===== src/uhi_pkg.sv =====
package uhi_pkg;
    localparam int NUM_ENGINES = 2;
    // register offsets on the parallel host port, per engine
    localparam logic [15:0] ADDR_IEN_1 = 16'hc08c;
    localparam logic [15:0] ADDR_FLAGS_1 = 16'hc090;
    localparam logic [15:0] ADDR_RELOAD_1 = 16'hc092;
    localparam logic [15:0] ADDR_IEN_2 = 16'hc0ac;
    localparam logic [15:0] ADDR_FLAGS_2 = 16'hc0b0;
    localparam logic [15:0] ADDR_RELOAD_2 = 16'hc0b2;
    // bit positions shared by enable and status registers; BIT_SE0 is in the status register only
    localparam int BIT_VBUS = 15;
    localparam int BIT_ID = 14;
    localparam int BIT_FRAME = 9;
    localparam int BIT_WAKE = 6;
    localparam int BIT_CONN = 4;
    localparam int BIT_SE0 = 2;
    localparam int BIT_DONE = 0;
    // implemented bits: engine one has the otg bits, engine two does not
    localparam logic [15:0] MASK_ENG1 = 16'hc251;
    localparam logic [15:0] MASK_ENG2 = 16'h0251;
    localparam logic [15:0] IEN_RESET = 16'h0000;
    localparam logic [15:0] FLAGS_RESET = 16'h0000;
    // frame timer
    localparam int RELOAD_WIDTH = 14;
    localparam logic [13:0] RELOAD_RESET = 14'h2ee0;
    localparam int SYS_CLK_KHZ = 125000;
    localparam int TICK_KHZ = 12000;
    localparam logic [7:0] ACC_STEP = 8'(TICK_KHZ / 1000);
    localparam logic [7:0] ACC_MOD = 8'(SYS_CLK_KHZ / 1000);
endpackage : uhi_pkg


===== src/uhi_irq.sv =====
`timescale 1ns/1ps
module uhi_irq
    import uhi_pkg::*;
(
    input wire logic CLK_SYS, // system clock
    input wire logic RST_N, // async reset, active low
    input wire logic [15:0] ADDR, // register address
    input wire logic WR, // write strobe, one cycle
    input wire logic RD, // read strobe, one cycle
    input wire logic [15:0] WDATA, // write data
    output logic [15:0] RDATA, // read data, next cycle
    output logic RVALID, // read data valid pulse
    input wire logic VBUS_VALID, // vbus above threshold, pin
    input wire logic OTG_ID, // otg id pin
    input wire logic [1:0] PORTA_SE0, // port a se0 line state per engine, pin
    input wire logic [1:0] WAKE_EVT, // remote wakeup pulse per engine
    input wire logic [1:0] DONE_EVT, // transfer done pulse per engine
    output logic [1:0] IRQ // interrupt request per engine
);
    // three-stage synchronisers; value accepted once stages two and three agree
    logic [3:0] sync1;
    logic [3:0] sync2;
    logic [3:0] sync3;
    logic [3:0] stable;
    logic [3:0] stable_d;
    logic [3:0] pin_edge;

    always_ff @(posedge CLK_SYS or negedge RST_N) begin
        if (!RST_N) begin
            sync1 <= 4'h0;
            sync2 <= 4'h0;
            sync3 <= 4'h0;
        end else begin
            sync1 <= {PORTA_SE0, OTG_ID, VBUS_VALID};
            sync2 <= sync1;
            sync3 <= sync2;
        end
    end

    always_ff @(posedge CLK_SYS or negedge RST_N) begin
        if (!RST_N) begin
            stable <= 4'h0;
            stable_d <= 4'h0;
        end else begin
            for (int i = 0; i < 4; i++) begin
                if (sync2[i] == sync3[i]) begin
                    stable[i] <= sync3[i];
                end
            end
            stable_d <= stable;
        end
    end

    // edges are masked only in the first cycle after reset; a pin high out of reset still gives an edge
    logic prime;
    always_ff @(posedge CLK_SYS or negedge RST_N) begin
        if (!RST_N) begin
            prime <= 1'b0;
        end else begin
            prime <= 1'b1;
        end
    end

    assign pin_edge = prime ? (stable ^ stable_d) : 4'h0;

    // 12 mhz tick from the system clock by fractional accumulation
    logic [7:0] acc;
    logic tick;
    logic [7:0] acc_sum;
    assign acc_sum = acc + ACC_STEP;

    always_ff @(posedge CLK_SYS or negedge RST_N) begin
        if (!RST_N) begin
            acc <= 8'h00;
            tick <= 1'b0;
        end else if (acc_sum >= ACC_MOD) begin
            acc <= acc_sum - ACC_MOD;
            tick <= 1'b1;
        end else begin
            acc <= acc_sum;
            tick <= 1'b0;
        end
    end

    logic [15:0] rd_word [NUM_ENGINES];
    logic [NUM_ENGINES-1:0] irq_req;

    for (genvar e = 0; e < NUM_ENGINES; e++) begin : g_eng
        localparam logic [15:0] MASK = (e == 0) ? MASK_ENG1 : MASK_ENG2;
        localparam logic [15:0] A_IEN = (e == 0) ? ADDR_IEN_1 : ADDR_IEN_2;
        localparam logic [15:0] A_FLAGS = (e == 0) ? ADDR_FLAGS_1 : ADDR_FLAGS_2;
        localparam logic [15:0] A_RELOAD = (e == 0) ? ADDR_RELOAD_1 : ADDR_RELOAD_2;

        logic [15:0] ien;
        logic [15:0] flags;
        logic [15:0] events;
        logic [15:0] clr;
        logic [RELOAD_WIDTH-1:0] reload;
        logic [RELOAD_WIDTH-1:0] count;
        logic expire;
        logic se0_now;

        assign se0_now = stable[2 + e];

        // enable fields, one register each; reserved bits stay zero
        logic en_vbus;
        logic en_id;
        logic en_frame;
        logic en_wake;
        logic en_conn;
        logic en_done;
        logic ien_wr;
        assign ien_wr = WR && (ADDR == A_IEN);

        always_ff @(posedge CLK_SYS or negedge RST_N) begin
            if (!RST_N) begin
                en_vbus <= IEN_RESET[BIT_VBUS];
            end else if (ien_wr) begin
                en_vbus <= WDATA[BIT_VBUS] & MASK[BIT_VBUS];
            end
        end

        always_ff @(posedge CLK_SYS or negedge RST_N) begin
            if (!RST_N) begin
                en_id <= IEN_RESET[BIT_ID];
            end else if (ien_wr) begin
                en_id <= WDATA[BIT_ID] & MASK[BIT_ID];
            end
        end

        always_ff @(posedge CLK_SYS or negedge RST_N) begin
            if (!RST_N) begin
                en_frame <= IEN_RESET[BIT_FRAME];
            end else if (ien_wr) begin
                en_frame <= WDATA[BIT_FRAME];
            end
        end

        always_ff @(posedge CLK_SYS or negedge RST_N) begin
            if (!RST_N) begin
                en_wake <= IEN_RESET[BIT_WAKE];
            end else if (ien_wr) begin
                en_wake <= WDATA[BIT_WAKE];
            end
        end

        always_ff @(posedge CLK_SYS or negedge RST_N) begin
            if (!RST_N) begin
                en_conn <= IEN_RESET[BIT_CONN];
            end else if (ien_wr) begin
                en_conn <= WDATA[BIT_CONN];
            end
        end

        always_ff @(posedge CLK_SYS or negedge RST_N) begin
            if (!RST_N) begin
                en_done <= IEN_RESET[BIT_DONE];
            end else if (ien_wr) begin
                en_done <= WDATA[BIT_DONE];
            end
        end

        always_comb begin
            ien = 16'h0000;
            ien[BIT_VBUS] = en_vbus;
            ien[BIT_ID] = en_id;
            ien[BIT_FRAME] = en_frame;
            ien[BIT_WAKE] = en_wake;
            ien[BIT_CONN] = en_conn;
            ien[BIT_DONE] = en_done;
        end

        // frame reload register and down counter
        always_ff @(posedge CLK_SYS or negedge RST_N) begin
            if (!RST_N) begin
                reload <= RELOAD_RESET;
            end else if (WR && ADDR == A_RELOAD) begin
                reload <= WDATA[RELOAD_WIDTH-1:0];
            end
        end

        always_ff @(posedge CLK_SYS or negedge RST_N) begin
            if (!RST_N) begin
                count <= RELOAD_RESET;
                expire <= 1'b0;
            end else if (tick) begin
                if (count == '0) begin
                    count <= reload;
                    expire <= 1'b1;
                end else begin
                    count <= count - 1'b1;
                    expire <= 1'b0;
                end
            end else begin
                expire <= 1'b0;
            end
        end

        // event sources for the flags
        always_comb begin
            events = 16'h0000;
            events[BIT_VBUS] = pin_edge[0];
            events[BIT_ID] = pin_edge[1];
            events[BIT_FRAME] = expire;
            events[BIT_WAKE] = WAKE_EVT[e];
            events[BIT_CONN] = pin_edge[2 + e];
            events[BIT_DONE] = DONE_EVT[e];
            events = events & MASK;
        end

        // write one clears; an event in the clearing cycle wins
        logic fl_vbus;
        logic fl_id;
        logic fl_frame;
        logic fl_wake;
        logic fl_conn;
        logic fl_done;
        assign clr = (WR && ADDR == A_FLAGS) ? WDATA : 16'h0000;

        always_ff @(posedge CLK_SYS or negedge RST_N) begin
            if (!RST_N) begin
                fl_vbus <= FLAGS_RESET[BIT_VBUS];
            end else if (events[BIT_VBUS]) begin
                fl_vbus <= 1'b1;
            end else if (clr[BIT_VBUS]) begin
                fl_vbus <= 1'b0;
            end
        end

        always_ff @(posedge CLK_SYS or negedge RST_N) begin
            if (!RST_N) begin
                fl_id <= FLAGS_RESET[BIT_ID];
            end else if (events[BIT_ID]) begin
                fl_id <= 1'b1;
            end else if (clr[BIT_ID]) begin
                fl_id <= 1'b0;
            end
        end

        always_ff @(posedge CLK_SYS or negedge RST_N) begin
            if (!RST_N) begin
                fl_frame <= FLAGS_RESET[BIT_FRAME];
            end else if (events[BIT_FRAME]) begin
                fl_frame <= 1'b1;
            end else if (clr[BIT_FRAME]) begin
                fl_frame <= 1'b0;
            end
        end

        always_ff @(posedge CLK_SYS or negedge RST_N) begin
            if (!RST_N) begin
                fl_wake <= FLAGS_RESET[BIT_WAKE];
            end else if (events[BIT_WAKE]) begin
                fl_wake <= 1'b1;
            end else if (clr[BIT_WAKE]) begin
                fl_wake <= 1'b0;
            end
        end

        always_ff @(posedge CLK_SYS or negedge RST_N) begin
            if (!RST_N) begin
                fl_conn <= FLAGS_RESET[BIT_CONN];
            end else if (events[BIT_CONN]) begin
                fl_conn <= 1'b1;
            end else if (clr[BIT_CONN]) begin
                fl_conn <= 1'b0;
            end
        end

        always_ff @(posedge CLK_SYS or negedge RST_N) begin
            if (!RST_N) begin
                fl_done <= FLAGS_RESET[BIT_DONE];
            end else if (events[BIT_DONE]) begin
                fl_done <= 1'b1;
            end else if (clr[BIT_DONE]) begin
                fl_done <= 1'b0;
            end
        end

        always_comb begin
            flags = 16'h0000;
            flags[BIT_VBUS] = fl_vbus;
            flags[BIT_ID] = fl_id;
            flags[BIT_FRAME] = fl_frame;
            flags[BIT_WAKE] = fl_wake;
            flags[BIT_CONN] = fl_conn;
            flags[BIT_DONE] = fl_done;
        end

        assign irq_req[e] = |(flags & ien);

        always_comb begin
            rd_word[e] = 16'h0000;
            if (ADDR == A_IEN) begin
                rd_word[e] = ien;
            end else if (ADDR == A_FLAGS) begin
                rd_word[e] = flags;
                rd_word[e][BIT_SE0] = se0_now;
            end else if (ADDR == A_RELOAD) begin
                rd_word[e] = {{(16 - RELOAD_WIDTH){1'b0}}, reload};
            end
        end
    end

    // registered read answer; unmapped addresses read zero
    always_ff @(posedge CLK_SYS or negedge RST_N) begin
        if (!RST_N) begin
            RDATA <= 16'h0000;
            RVALID <= 1'b0;
        end else begin
            RVALID <= RD;
            if (RD) begin
                RDATA <= rd_word[0] | rd_word[1];
            end
        end
    end

    always_ff @(posedge CLK_SYS or negedge RST_N) begin
        if (!RST_N) begin
            IRQ <= 2'b00;
        end else begin
            IRQ <= irq_req;
        end
    end
endmodule : uhi_irq


===== config.mk =====
export PLATFORM = sky130hd
export DESIGN_NAME = uhi_irq
export DESIGN_NICKNAME = d
export VERILOG_FILES = /design/src/uhi_pkg.sv /design/src/uhi_irq.sv
export SDC_FILE = /design/constraint.sdc
export NUM_CORES = 1
export LEC_CHECK = 0
export ABC_AREA = 1
export BUFFER_PORTS_ARGS = -buffer_cell sky130_fd_sc_hd__buf_2
export CORE_AREA = 2 2 104 106
export DETAILED_ROUTE_END_ITERATION = 8
export DIE_AREA = 0 0 106 108
export GPL_TIMING_DRIVEN = 0
export PLACE_DENSITY_LB_ADDON = 0.05
export SYNTH_ARGS = -nofsm -noshare
export SYNTH_HDL_FRONTEND = slang
export SYNTH_SLANG_ARGS = --single-unit

===== constraint.sdc =====
create_clock -name CLK_SYS -period 2.3 [get_ports CLK_SYS]
set_input_delay 0.23 -clock CLK_SYS [delete_from_list [all_inputs] [get_ports CLK_SYS]]
set_output_delay 0.23 -clock CLK_SYS [all_outputs]
set_load 0.05 [all_outputs]

==> results.md <==
- DRC: 0
- Fill cells: 756
- Synth Cell Area: roughly 0.0065 mm²
- Clock transition at path regs: roughly 0.060 ns
- Least-Margin Pin Slew: 0.6070 ns
- Register-to-Register Path Depth: 12
- CORE AREA: 0.01023 mm²
- FF-to-FF Start: acc[2]$_DFF_PN0_
- DR vias/cell: between 5 and 6
- Hold depth: 3
- Diodes inserted: 0
- Clk pwr share: 0.387
- Final net count: 946
- Post-CTS setup buffers: 0
- Effective utilization at floorplan: 0.6343
- Clk root buf: clkbuf_8
- Rel. slew slack: 0.5953
- Pre-CTS setup slack: ~0.54 ns
- Crit path kind: reg -> reg
- Post-synth cell types: 39
- Syn Inst Count: 794
- # setup viols final: 0
- R2R Setup Slk: ~0.53 ns
- Final wirelength: 16.69 mm
- Clk_skew: around 0.009 ns
- Detailed Place HPWL: roughly 12 mm
- CP max stage delay: between 0.3 and 0.4 ns
- Clk_lat worst skew: 0.53 ns
- Crit path cell chain: inv_2, ha_1, inv_1, nand3_1, nand2_1, nand2_1, nor2_2, nand2_1, nand2_2, buf_6, nand2_1, o21ai_0
- Syn-to-layout area delta: 19.63%
- Final count of pins violating max slew: 0
- Area of the die: around 0.011 mm²
- CP required: about 2.8 ns
- Post-synthesis sequential area ratio: 0.4951
- Vias in the first global route: around 5800
- Number of flops mapped to enable cells by yosys: 0
- Mapped Nets: 845
- Seq cells post-synth: approximately 130
- Class of the worst hold path: in -> reg
- Gate power share: 0.228
- H-tree depth: 4
- Share of power burned in registers: 0.385
- I/O pin count: between 60 and 70
- Critical path launch point type: flop
- Outcome: finished clean
- Most common cell on crit path: nand2_1
- Longest Clk Path Bufs: 2
- Placer congestion estimate: 0.9174
- FF-to-FF End: acc[5]$_DFF_PN0_
- Row cnt: 37
- Die width: about 110 µm
- Most common cell after layout, fill and taps aside: nand2_1
- Primary FF master, synth: dfrtp_1
- Number of DRC markers in iteration 0: ~410
- Max cap viols: 0
- Synth warnings: 0
- First-pass GRT wire length: between 20 and 30 mm
- NetSw: 2072 µW
- Hold_ws: 0.02250 ns
- Worst setup margin: ~0.53 ns
- Final Hold Fails: 0
- Int Pwr: 4534 µW
- Crit path time final: between 1.5 and 2 ns
- Wirelength per Cell: approximately 16 µm
- Post-cts sizing count: 0
- Initial antenna violation count: 0
- DR vias: approximately 5700
- TritonCTS Buffers: 17
- I/O Buffers: between 60 and 70
- Most frequent cells in the layout: nand2_1 (182), inv_1 (102), dfrtp_1 (99)
- Layout cell share with drive strength beyond 1: 0.1996
- Critical Path AT: between 2 and 2.5 ns
- Final Cycle Share: 0.7706
- Synth Area per Inst: 8.174 µm²
- GRT Total Usage: 0.3147
- Switching Fraction: 0.3137
- CTS Sinks: around 130
- Largest net degree at the start of global routing: a little over 80
- RSZ-0062 raised after global routing: false
- TritonCTS clock tree: done
- Hold endpoint: g_eng[0].reload[3]$_DFFE_PN0P_
- Peak Freq: ~0.56 GHz
- Detailed-router iteration count before antenna repair: 5
- Worst-path maximum fanout: 10
- CP Capture Type: flop
- Final ANT Viol Nets: 0
- Power Density: approximately 850 mW/mm²
- Post-synth ARST share: 1.000
- Peak supply drop: just over 0.7 mV
- Critical-path top delay cell: dfrtp_1
- Hold_sp: WDATA[3]
- Leakage: ~0.004 µW
- Die Y: ~110 µm
- Grt ovf: 0
## synthesized netlist by cell type, drive strengths merged (5+ instances only)
cell	n	share of area
inv	103	0.060
o21bai	6	0.0069
nand4	9	0.0087
o211ai	6	0.0069
dfrtp	99	0.38
xor2	7	0.0094
buf	18	0.022
clkbuf	5	0.0029
dfstp	28	0.11
nand3	77	0.066
nand2	191	0.11
nor3	8	0.0062
ha	7	0.013
o22ai	8	0.0077
nor2	94	0.064
a21oi	12	0.0098
o21ai	98	0.087
## power by group through the flow
| stage | registers [µW] | clock network, µW | logic [µW] |
|---|---|---|---|
| 2_1_floorplan | 2550 | 0 | 1080 |
| 3_3_place_gp | 2570 | 0 | 1410 |
| 3_5_place_dp | 2570 | 0 | 1450 |
| 4_1_cts | 2540 | 2570 | 1500 |
| 5_1_grt | 2560 | 2680 | 1720 |
| 6_report | 2540 | 2560 | 1510 |
## final cells by class
class                           instances  area, µm²  area share
Buffer                                 23      161.4     0.02079
Multi-Input combinational cell        540       2725      0.3510
Tap cell                              136      170.2     0.02192
Clock inverter                          9      111.4     0.01434
Inverter                              104      390.4     0.05028
Clock buffer                           22      452.9     0.05834
Timing Repair Buffer                   82      539.3     0.06946
Sequential cell                       127       3213      0.4139
## logic make-up (layout without fill, tap and decap cells)
group / count (synthesis) / in the layout / share of synthesized area
and+or+nand+nor: 385 / 385 / 0.2647
other: 1 / 1 / 0.0005778
AOI/OAI and AO/OA: 135 / 135 / 0.1242
buffers and inverters: 127 / 240 / 0.08502
xor gates and xnor gates: 8 / 8 / 0.01080
adders and majority gates: 11 / 11 / 0.01966
DFF: 127 / 127 / 0.4951
## registers in the layout, summed over array words and instances (netlist names), 2 cells and up
register,flops
stable,4
RDATA,16
g_eng.fl_frame,2
g_eng.reload,28
sync1,4
sync3,4
g_eng.fl_wake,2
stable_d,4
g_eng.fl_done,2
acc,8
g_eng.fl_conn,2
g_eng.en_frame,2
g_eng.en_conn,2
g_eng.en_wake,2
g_eng.expire,2
sync2,4
g_eng.count,28
IRQ,2
g_eng.en_done,2
## how the worst max path moves through the flow
| stage | from | end | slack (ns) | cells past startpoint |
|---|---|---|---|---|
| final | acc[2]$_DFF_PN0_ | acc[5]$_DFF_PN0_ | 0.53 | 12 |
| after global routing | acc[2]$_DFF_PN0_ | acc[2]$_DFF_PN0_ | 0.37 | 11 |
| after CTS | acc[2]$_DFF_PN0_ | acc[5]$_DFF_PN0_ | 0.52 | 12 |
| after detailed placement | acc[2]$_DFF_PN0_ | acc[5]$_DFF_PN0_ | 0.54 | 12 |
| after global placement | RST_N | acc[0]$_DFFE_PN0P_ | -0.57 | 1 |
| after floorplan | acc[2]$_DFF_PN0_ | acc[1]$_DFFE_PN0P_ | 0.77 | 12 |
## per-layer routing
layer	global-route usage	wire length, µm
met3	0.06570	848
met5	0	0
met2	0.5484	8583
met4	0.1090	257
met1	0.3935	7004
## repair_timing
action	4_1_cts	5_1_grt
endpoints found under the setup margin	0	0
hold endpoints to repair	75	0
hold buffers	20	0
## per-stage QoR
stage	util	instance area (µm²)	cells	setup TNS (ns)	power, µW
floorplan	-	6490	794	0	3632
global placement	0.6808	6965	991	-56.02	3984
detailed placement	0.6841	6999	992	0	4027
CTS	0.7588	7764	1043	0	6604
global route	0.7588	7764	1043	0	6956
finish	0.7588	7764	1043	0	6607
## critical path, delay by kind of cell (launching register included)
family | cells | cell delay (ns)
compound gates | 1 | 0.07
flops | 1 | 0.37
buf+inv | 3 | 0.37
simple gates | 7 | 0.66
fa+ha+maj | 1 | 0.23
(Power assumes the default switching activity.)
